$ cat src/include/irj_pkg.sv
// Package of opcodes, flag layout, cycle counts and reset values for the return and jump unit.
// Behaviour
// RL1: Normal return pops flags at SP, then the program counter, SP ends three higher.
// RL2: Every interrupt return sets the global interrupt enable bit to one.
// RL3: Stack-based return only when fast-interrupt status bit one of flags is zero.
// RL4: Fast return swaps program counter and pointer, restores shadow flags, clears status; the code loads the pointer with the program counter plus one.
// RL5: Fast interrupt entry sets status bit and swaps program counter with pointer.
// RL6: Return opcode BF; normal takes 10 or 12 cycles, fast takes 6.
// RL7: Software must not clear pending status right before the return instruction.
// RL8: Conditional jump loads target only when the condition holds, else falls through.
// RL9: Conditional jump is three bytes, low nibble D, 8 cycles taken, 6 not.
// RL10: First byte of conditional jump splits into condition and operation nibbles.
// RL11: Opcode 30, two bytes, 8 cycles, loads PC from the addressed register pair.
// RL12: Each of sixteen condition codes is evaluated against carry, zero, sign, overflow.
package irj_pkg;

	typedef enum logic [2:0] {
		ST_IDLE,
		ST_INTERRUPT_RETURN_INSTR_NRM,
		ST_INTERRUPT_RETURN_INSTR_FAST,
		ST_JP_DA,
		ST_JP_IRR
	} exec_state_t;

	localparam logic [7:0] OPC_INTERRUPT_RETURN_INSTR = 8'hBF;
	localparam logic [7:0] OPC_JP_IRR = 8'h30;
	localparam logic [3:0] NIB_JP_DA = 4'hD;

	localparam logic [15:0] LEN_INTERRUPT_RETURN_INSTR = 16'h0001;
	localparam logic [15:0] LEN_JP_DA = 16'h0003;
	localparam logic [15:0] SP_POP_TOTAL = 16'h0003;
	localparam logic [15:0] SP_POP_PC_HI = 16'h0001;
	localparam logic [15:0] SP_POP_PC_LO = 16'h0002;
	localparam logic [7:0] PAIR_LO_STEP = 8'h01;

	localparam logic [3:0] CYC_INTERRUPT_RETURN_INSTR_INT = 4'hA;
	localparam logic [3:0] CYC_INTERRUPT_RETURN_INSTR_EXT = 4'hC;
	localparam logic [3:0] CYC_INTERRUPT_RETURN_INSTR_FAST = 4'h6;
	localparam logic [3:0] CYC_JP_TAKEN = 4'h8;
	localparam logic [3:0] CYC_JP_SKIP = 4'h6;
	localparam logic [3:0] CYC_JP_IRR = 4'h8;
	localparam logic [3:0] STEP_ONE = 4'h1;

	// Read issue and data capture steps inside a multi-cycle sequence.
	localparam logic [3:0] STP_RD0 = 4'h0;
	localparam logic [3:0] STP_RD1 = 4'h1;
	localparam logic [3:0] STP_RD2 = 4'h2;
	localparam logic [3:0] STP_CAP0 = 4'h2;
	localparam logic [3:0] STP_CAP1 = 4'h3;
	localparam logic [3:0] STP_CAP2 = 4'h4;

	localparam logic [7:0] FLAGS_REG_ADDR = 8'hD5;
	localparam int FL_C = 7;
	localparam int FL_Z = 6;
	localparam int FL_S = 5;
	localparam int FL_V = 4;
	localparam int FL_FIS = 1;
	localparam logic [7:0] FIS_MASK = 8'h02;

	localparam logic [15:0] PC_RST = 16'h0000;
	localparam logic [15:0] SP_RST = 16'h0000;
	localparam logic [15:0] IP_RST = 16'h0000;
	localparam logic [7:0] FLAGS_RST = 8'h00;
	localparam logic [7:0] REG_PAGE = 8'h00;

endpackage

$ cat src/design/irj_exec.sv
// Execution unit for interrupt return, fast interrupt entry and absolute jumps.
`timescale 1ns/100ps
module irj_exec
#(
	parameter bit EXT_STACK = 1'b0
)
(
	input wire logic i_clk,
	input wire logic i_rst,
	input wire logic i_exec,
	input wire logic [7:0] i_opcode,
	input wire logic [7:0] i_operand1,
	input wire logic [7:0] i_operand2,
	input wire logic i_fast_irq,
	input wire logic i_ip_load,
	input wire logic [15:0] i_ip_value,
	input wire logic i_sp_load,
	input wire logic [15:0] i_sp_value,
	input wire logic i_gie_load,
	input wire logic i_gie_value,
	input wire logic [7:0] i_rd_data,
	output logic o_rd_en,
	output logic o_rd_reg,
	output logic [15:0] o_rd_addr,
	output logic [15:0] o_pc,
	output logic [15:0] o_sp,
	output logic [15:0] o_ip,
	output logic [7:0] o_flags,
	output logic o_gie,
	output logic o_busy,
	output logic o_done
);
	import irj_pkg::*;

	exec_state_t state_q;
	logic [3:0] stp_q;
	logic [3:0] last_q;
	logic taken_q;
	logic [7:0] op1_q;
	logic [7:0] op2_q;
	logic [15:0] tgt_q;
	logic [15:0] pc_q;
	logic [15:0] sp_q;
	logic [15:0] ip_q;
	logic [7:0] flags_q;
	logic [7:0] shadow_q;
	logic gie_q;
	logic busy_q;
	logic done_q;
	logic rd_en_q;
	logic rd_reg_q;
	logic [15:0] rd_addr_q;
	logic is_interrupt_return_instr;
	logic is_jda;
	logic is_jirr;
	logic cond_ok;
	logic idle;
	logic start;
	logic fin;
	logic irq_take;
	logic [3:0] nrm_cyc;

	cond_eval u_cond
	(
		.i_code(i_opcode[7:4]), // RL10
		.i_flags(flags_q),
		.o_true(cond_ok)
	);

	assign is_interrupt_return_instr = (i_opcode == OPC_INTERRUPT_RETURN_INSTR); // RL6
	assign is_jda = (i_opcode[3:0] == NIB_JP_DA); // RL9 RL10
	assign is_jirr = (i_opcode == OPC_JP_IRR); // RL11
	assign idle = (state_q == ST_IDLE);
	assign start = idle && i_exec && (is_interrupt_return_instr || is_jda || is_jirr);
	assign fin = busy_q && (stp_q == last_q);
	// A new instruction wins over the interrupt; the request is a level and is taken next time.
	assign irq_take = idle && !i_exec && i_fast_irq && gie_q && !flags_q[FL_FIS];
	assign nrm_cyc = EXT_STACK ? CYC_INTERRUPT_RETURN_INSTR_EXT : CYC_INTERRUPT_RETURN_INSTR_INT; // RL6

	always_ff @(posedge i_clk or posedge i_rst)
	begin
		if (i_rst)
		begin
			state_q <= ST_IDLE;
			stp_q <= 4'h0;
			last_q <= 4'h0;
			taken_q <= 1'b0;
			busy_q <= 1'b0;
			done_q <= 1'b0;
		end
		else if (start)
		begin
			busy_q <= 1'b1;
			done_q <= 1'b0;
			stp_q <= 4'h0;
			taken_q <= cond_ok;
			if (is_interrupt_return_instr && flags_q[FL_FIS])
			begin
				state_q <= ST_INTERRUPT_RETURN_INSTR_FAST; // RL4
				last_q <= CYC_INTERRUPT_RETURN_INSTR_FAST - STEP_ONE; // RL6
			end
			else if (is_interrupt_return_instr)
			begin
				state_q <= ST_INTERRUPT_RETURN_INSTR_NRM; // RL3
				last_q <= nrm_cyc - STEP_ONE; // RL6
			end
			else if (is_jirr)
			begin
				state_q <= ST_JP_IRR;
				last_q <= CYC_JP_IRR - STEP_ONE; // RL11
			end
			else
			begin
				state_q <= ST_JP_DA;
				last_q <= cond_ok ? CYC_JP_TAKEN - STEP_ONE : CYC_JP_SKIP - STEP_ONE; // RL9
			end
		end
		else if (fin)
		begin
			state_q <= ST_IDLE;
			busy_q <= 1'b0;
			done_q <= 1'b1;
		end
		else
		begin
			done_q <= 1'b0;
			if (busy_q)
				stp_q <= stp_q + STEP_ONE;
		end
	end

	always_ff @(posedge i_clk or posedge i_rst)
	begin
		if (i_rst)
		begin
			op1_q <= 8'h00;
			op2_q <= 8'h00;
		end
		else if (start)
		begin
			op1_q <= i_operand1;
			op2_q <= i_operand2;
		end
	end

	// Read port: data is expected on i_rd_data one cycle after o_rd_en is seen high.
	always_ff @(posedge i_clk or posedge i_rst)
	begin
		if (i_rst)
		begin
			rd_en_q <= 1'b0;
			rd_reg_q <= 1'b0;
			rd_addr_q <= 16'h0000;
		end
		else
		begin
			rd_en_q <= 1'b0;
			case (state_q)
				ST_INTERRUPT_RETURN_INSTR_NRM:
				begin
					if (stp_q <= STP_RD2)
					begin
						rd_en_q <= 1'b1; // RL1
						rd_reg_q <= 1'b0;
						rd_addr_q <= sp_q + {12'h000, stp_q}; // RL1
					end
				end
				ST_JP_IRR:
				begin
					if (stp_q <= STP_RD1)
					begin
						rd_en_q <= 1'b1;
						rd_reg_q <= 1'b1;
						rd_addr_q <= {REG_PAGE, op1_q + ((stp_q == STP_RD1) ? PAIR_LO_STEP : 8'h00)}; // RL11
					end
				end
				default: rd_en_q <= 1'b0;
			endcase
		end
	end

	// High byte of the popped or fetched address arrives first, low byte second.
	always_ff @(posedge i_clk or posedge i_rst)
	begin
		if (i_rst)
			tgt_q <= 16'h0000;
		else if ((state_q == ST_INTERRUPT_RETURN_INSTR_NRM && stp_q == STP_CAP1) ||
			(state_q == ST_JP_IRR && stp_q == STP_CAP0))
			tgt_q[15:8] <= i_rd_data; // RL1 RL11
		else if ((state_q == ST_INTERRUPT_RETURN_INSTR_NRM && stp_q == STP_CAP2) ||
			(state_q == ST_JP_IRR && stp_q == STP_CAP1))
			tgt_q[7:0] <= i_rd_data; // RL1 RL11
	end

	always_ff @(posedge i_clk or posedge i_rst)
	begin
		if (i_rst)
		begin
			pc_q <= PC_RST;
			ip_q <= IP_RST;
		end
		else if (irq_take)
		begin
			pc_q <= ip_q; // RL5
			ip_q <= pc_q; // RL5
		end
		else if (fin)
		begin
			case (state_q)
				ST_INTERRUPT_RETURN_INSTR_NRM: pc_q <= tgt_q; // RL1
				ST_INTERRUPT_RETURN_INSTR_FAST:
				begin
					pc_q <= ip_q; // RL4
					ip_q <= pc_q + LEN_INTERRUPT_RETURN_INSTR; // RL4
				end
				ST_JP_DA: pc_q <= taken_q ? {op1_q, op2_q} : pc_q + LEN_JP_DA; // RL8
				ST_JP_IRR: pc_q <= tgt_q; // RL11
				default: pc_q <= pc_q;
			endcase
		end
		else if (idle && i_ip_load)
			ip_q <= i_ip_value;
	end

	always_ff @(posedge i_clk or posedge i_rst)
	begin
		if (i_rst)
			sp_q <= SP_RST;
		else if (fin && state_q == ST_INTERRUPT_RETURN_INSTR_NRM)
			sp_q <= sp_q + SP_POP_TOTAL; // RL1
		else if (idle && i_sp_load)
			sp_q <= i_sp_value;
	end

	always_ff @(posedge i_clk or posedge i_rst)
	begin
		if (i_rst)
		begin
			flags_q <= FLAGS_RST;
			shadow_q <= FLAGS_RST;
		end
		else if (irq_take)
		begin
			shadow_q <= flags_q;
			flags_q <= flags_q | FIS_MASK; // RL5
		end
		else if (state_q == ST_INTERRUPT_RETURN_INSTR_NRM && stp_q == STP_CAP0)
			flags_q <= i_rd_data; // RL1
		else if (fin && state_q == ST_INTERRUPT_RETURN_INSTR_FAST)
			flags_q <= shadow_q & ~FIS_MASK; // RL4
	end

	// Entry drops the enable so a held request cannot re-enter before the return.
	always_ff @(posedge i_clk or posedge i_rst)
	begin
		if (i_rst)
			gie_q <= 1'b0;
		else if (irq_take)
			gie_q <= 1'b0;
		else if (fin && (state_q == ST_INTERRUPT_RETURN_INSTR_NRM || state_q == ST_INTERRUPT_RETURN_INSTR_FAST))
			gie_q <= 1'b1; // RL2
		else if (idle && i_gie_load)
			gie_q <= i_gie_value;
	end

	assign o_rd_en = rd_en_q;
	assign o_rd_reg = rd_reg_q;
	assign o_rd_addr = rd_addr_q;
	assign o_pc = pc_q;
	assign o_sp = sp_q;
	assign o_ip = ip_q;
	assign o_flags = flags_q;
	assign o_gie = gie_q;
	assign o_busy = busy_q;
	assign o_done = done_q;

	// Outputs change on the edge that ends an instruction, so a property sampling on the next
	// edge sees them one cycle after the documented count; every length below allows for that.
	localparam int LEN_NRM = EXT_STACK ? int'(CYC_INTERRUPT_RETURN_INSTR_EXT) : int'(CYC_INTERRUPT_RETURN_INSTR_INT);
endmodule

$ cat src/design/cond_eval.sv
// Condition-code evaluator for the four-bit condition field of a conditional jump.
`timescale 1ns/100ps
module cond_eval
(
	input wire logic [3:0] i_code,
	input wire logic [7:0] i_flags,
	output logic o_true
);
	import irj_pkg::*;

	logic c;
	logic z;
	logic s;
	logic v;
	logic base;

	assign c = i_flags[FL_C];
	assign z = i_flags[FL_Z];
	assign s = i_flags[FL_S];
	assign v = i_flags[FL_V];

	// The upper half of the table is the negation of the lower half, so only eight are decoded.
	always_comb
	begin
		case (i_code[2:0]) // RL12
			3'h0: base = 1'b0;
			3'h1: base = s ^ v;
			3'h2: base = z | (s ^ v);
			3'h3: base = c | z;
			3'h4: base = v;
			3'h5: base = s;
			3'h6: base = z;
			3'h7: base = c;
			default: base = 1'b0;
		endcase
		o_true = base ^ i_code[3]; // RL12
	end
endmodule

$ cat config.mk
export PLATFORM = sky130hd
export DESIGN_NAME = irj_exec
export DESIGN_NICKNAME = d
export VERILOG_FILES = /design/src/include/irj_pkg.sv /design/src/design/irj_exec.sv /design/src/design/cond_eval.sv
export SDC_FILE = /design/constraint.sdc
export NUM_CORES = 1
export LEC_CHECK = 0
export BUFFER_PORTS_ARGS = -buffer_cell sky130_fd_sc_hd__clkbuf_2
export CELL_PAD_IN_SITES_DETAIL_PLACEMENT = 0
export CELL_PAD_IN_SITES_GLOBAL_PLACEMENT = 2
export CORE_MARGIN = 3
export CORE_UTILIZATION = 36
export CTS_CLUSTER_SIZE = 24
export DETAILED_ROUTE_END_ITERATION = 8
export MAX_ROUTING_LAYER = met4
export PLACE_DENSITY_LB_ADDON = 0.1
export SETUP_SLACK_MARGIN = 0.4
export SYNTH_ARGS = -nofsm -noshare
export SYNTH_HDL_FRONTEND = slang
export SYNTH_SLANG_ARGS = --single-unit
$ cat constraint.sdc
create_clock -name i_clk -period 6.2 [get_ports i_clk]
set_input_delay 1.24 -clock i_clk [delete_from_list [all_inputs] [get_ports i_clk]]
set_output_delay 1.24 -clock i_clk [all_outputs]
set_load 0.005 [all_outputs]
==> flow_summary.ini <==
[clock_tree]
postCtsSetupBuffers = 0
clock_sinks = 128
htree_levels = 4
clkSlewWorstSetupHoldPaths_ps = 60
cts-resized-gates = 0
clockRootBuffer = clkbuf_16
insertion_delay_ps = 420
cts-hold-fix-buffers = 0
clockBufferDepth = 2
cts_tree = done
cts_inserted_buffers = 17

[sta]
maxSlewHeadroom = 0.243
finalCriticalPeriod_ps = 2980
hold_slack_ps = 474
tightest_slew_ps = 1140
finalClockSkew_ps = 7.01
setup_slack_ps = 3220
period_share = 0.481
hold_viol_final = 0
setup_viol_count_final = 0
fin_setup_tns_ps = 0
timing.fmax_mhz = 335
maxSlewViolCount = 0
grt_setup_unrepaired = false

[global_route]
grt_max_degree = 81
antenna_found_initial = 0
first_global_vias = 6438
overflow = 0
grt_usage = 0.213
grt_pass1_wl_um = 36200

[power_and_ir_drop]
totalPowerFinal_mw = 4.61
p_leak_nw = 3.95
vdd_drop_max_v = 0.000227
p_per_area_mw_per_mm2 = 522

[worst_setup_path]
crit_required_ps = 6550
path_delay_family = simple AND/OR/NAND/NOR gates
cp-startpoint = i_opcode[3]
crit_chain = clkbuf_2, or4_1, nor3_2, nand3_1, nand2b_1, nand2_1, nand2_1
r2r_end = o_pc[13]
path_depth = 7
r2r_start = state_q[1]
rrSetupSlack_ps = 3260
crit_path_end_kind = flop
critPathSlowestCell = nand2b_1
start_kind = primary input
critical-path-max-stage-delay_ps = 830
cp_max_fo = 24
critical_path_buf_inv_count = 1
setup.worst_path.end = op1_q[0]
cp.arrival_ps = 3340
rr_worst_depth = 6
timing.critical_path.mode_cell = nand2_1
crit_type = primary input to flop

[run]
maxCapViolations = 0

[detailed_routing]
drtAntennaViolNets = 0
wirelength_um = 22800
drtIter0Drc = 483
drt-pass1-iter-count = 6
wl_per_cell_um = 19.0
drc = 0
vias_per_cell = 5.48
via_count = 6575

[final_layout]
area_growth_pct = 19.6
utilization = 0.446
final_cells = 1199
layout-drive-gt1-share = 0.245
final_common_cell = clkbuf_2
final_cell_mix = 148 x clkbuf_2, 128 x dfrtp_1, 112 x nand2_1
fin_nets = 1008
finalInstanceArea_sq_mm = 0.00884
antennaDiodeCount = 0
fill_cells = 2001

[logic_synthesis]
ys_seq_elements = 128
synth_ff_type = dfrtp_1
synth_edf_count = 0
synth_top_area_share = 0.433
yosysWarnings = 0
syn_avg_cell_area_sq_um = 9.19
synthesis.nets = 892
seq_area_frac_synth = 0.433
yosys.area.top_type = dfrtp_1
synth_area_leaders = dfrtp_1 43%, nand2_1 5.7%, nor2_1 4.1%
synth.distinct_cells = 65
synth_cells = 805
async_reset_ff_frac = 1.00
netlist_area_sq_mm = 0.00740

[placed_design]
place_congestion = 0.827
dp_cells = 1167
place_ws_ps = 2780
postPlaceCellArea_sq_mm = 0.00826
hpwl_um = 16600
place.port_buffers = 148

[die]
dieArea_sq_mm = 0.0223
die_w_um = 149
initial_utilization = 0.373
fp-row-count = 51
ioPinCount = 149
die_h_um = 149
coreArea_sq_mm = 0.0198

[min_path]
hold_path_class = flop to flop
hold_path_depth = 2

[outcome]
outcome = finished clean
## routing by layer
layer,GRT usage,vias to the layer above,share of wire
met5,-,-,0
met4,0.0563,0,0.015
met3,0.0383,29,0.055
met2,0.311,228,0.44
met1,0.307,3192,0.49
li1,-,3126,-
## cell type report
cell class,count,area (sq um),share of cell area
flip-flops and latches,128,3200,0.362
well taps,265,332,0.0375
clock buffers,20,457,0.0516
clock inverters,12,133,0.0150
repair buffers,153,778,0.0880
multi-input cells,608,3890,0.440
inverters,13,51.3,0.00580
## how the worst min path moves through the flow
stage             start       end  slack, ps
6_report       op2_q[6]  op2_q[6]        470
5_1_grt        op2_q[6]  op2_q[6]        490
4_1_cts        op2_q[6]  op2_q[6]        470
3_5_place_dp   op2_q[6]  op2_q[6]        460
3_3_place_gp   op2_q[6]  op2_q[6]        460
2_1_floorplan  op2_q[3]  op2_q[3]        440
## synth_stat cells (all sizes together) (19+ instances only)
| cell | instances |
|---|---|
| xor2 | 20 |
| nor2 | 82 |
| nor3 | 26 |
| o21ai | 54 |
| mux2i | 19 |
| nand2 | 113 |
| xnor2 | 30 |
| dfrtp | 128 |
| a21oi | 35 |
| clkbuf | 23 |
| nand3 | 20 |
| mux2 | 25 |
| buf | 33 |
## cells by family (layout without fill, tap and decap cells)
logic type,after synthesis,after routing,synth area share
xor+xnor,50,50,0.0612
compound gates,186,186,0.169
simple gates,313,313,0.202
buf+inv,69,198,0.0443
mux,44,44,0.0638
fa+ha+maj,15,15,0.0264
flops,128,128,0.433
## power breakdown
part           switching [mW]  internal (mW)  leakage [nW]
Sequential              0.569           1.20          1.58
Combinational           0.996          0.844          2.09
Clock                   0.388          0.614         0.283
Total                    1.95           2.66          3.95
## worst register-to-register path, stage by stage (launching register included)
cell,delay [ps]
dfrtp_1,880
nor2_1,330
nand2_1,480
nor3_1,160
nor3_1,690
o21ai_0,200
o21ai_0,120
(Power assumes the default switching activity.)
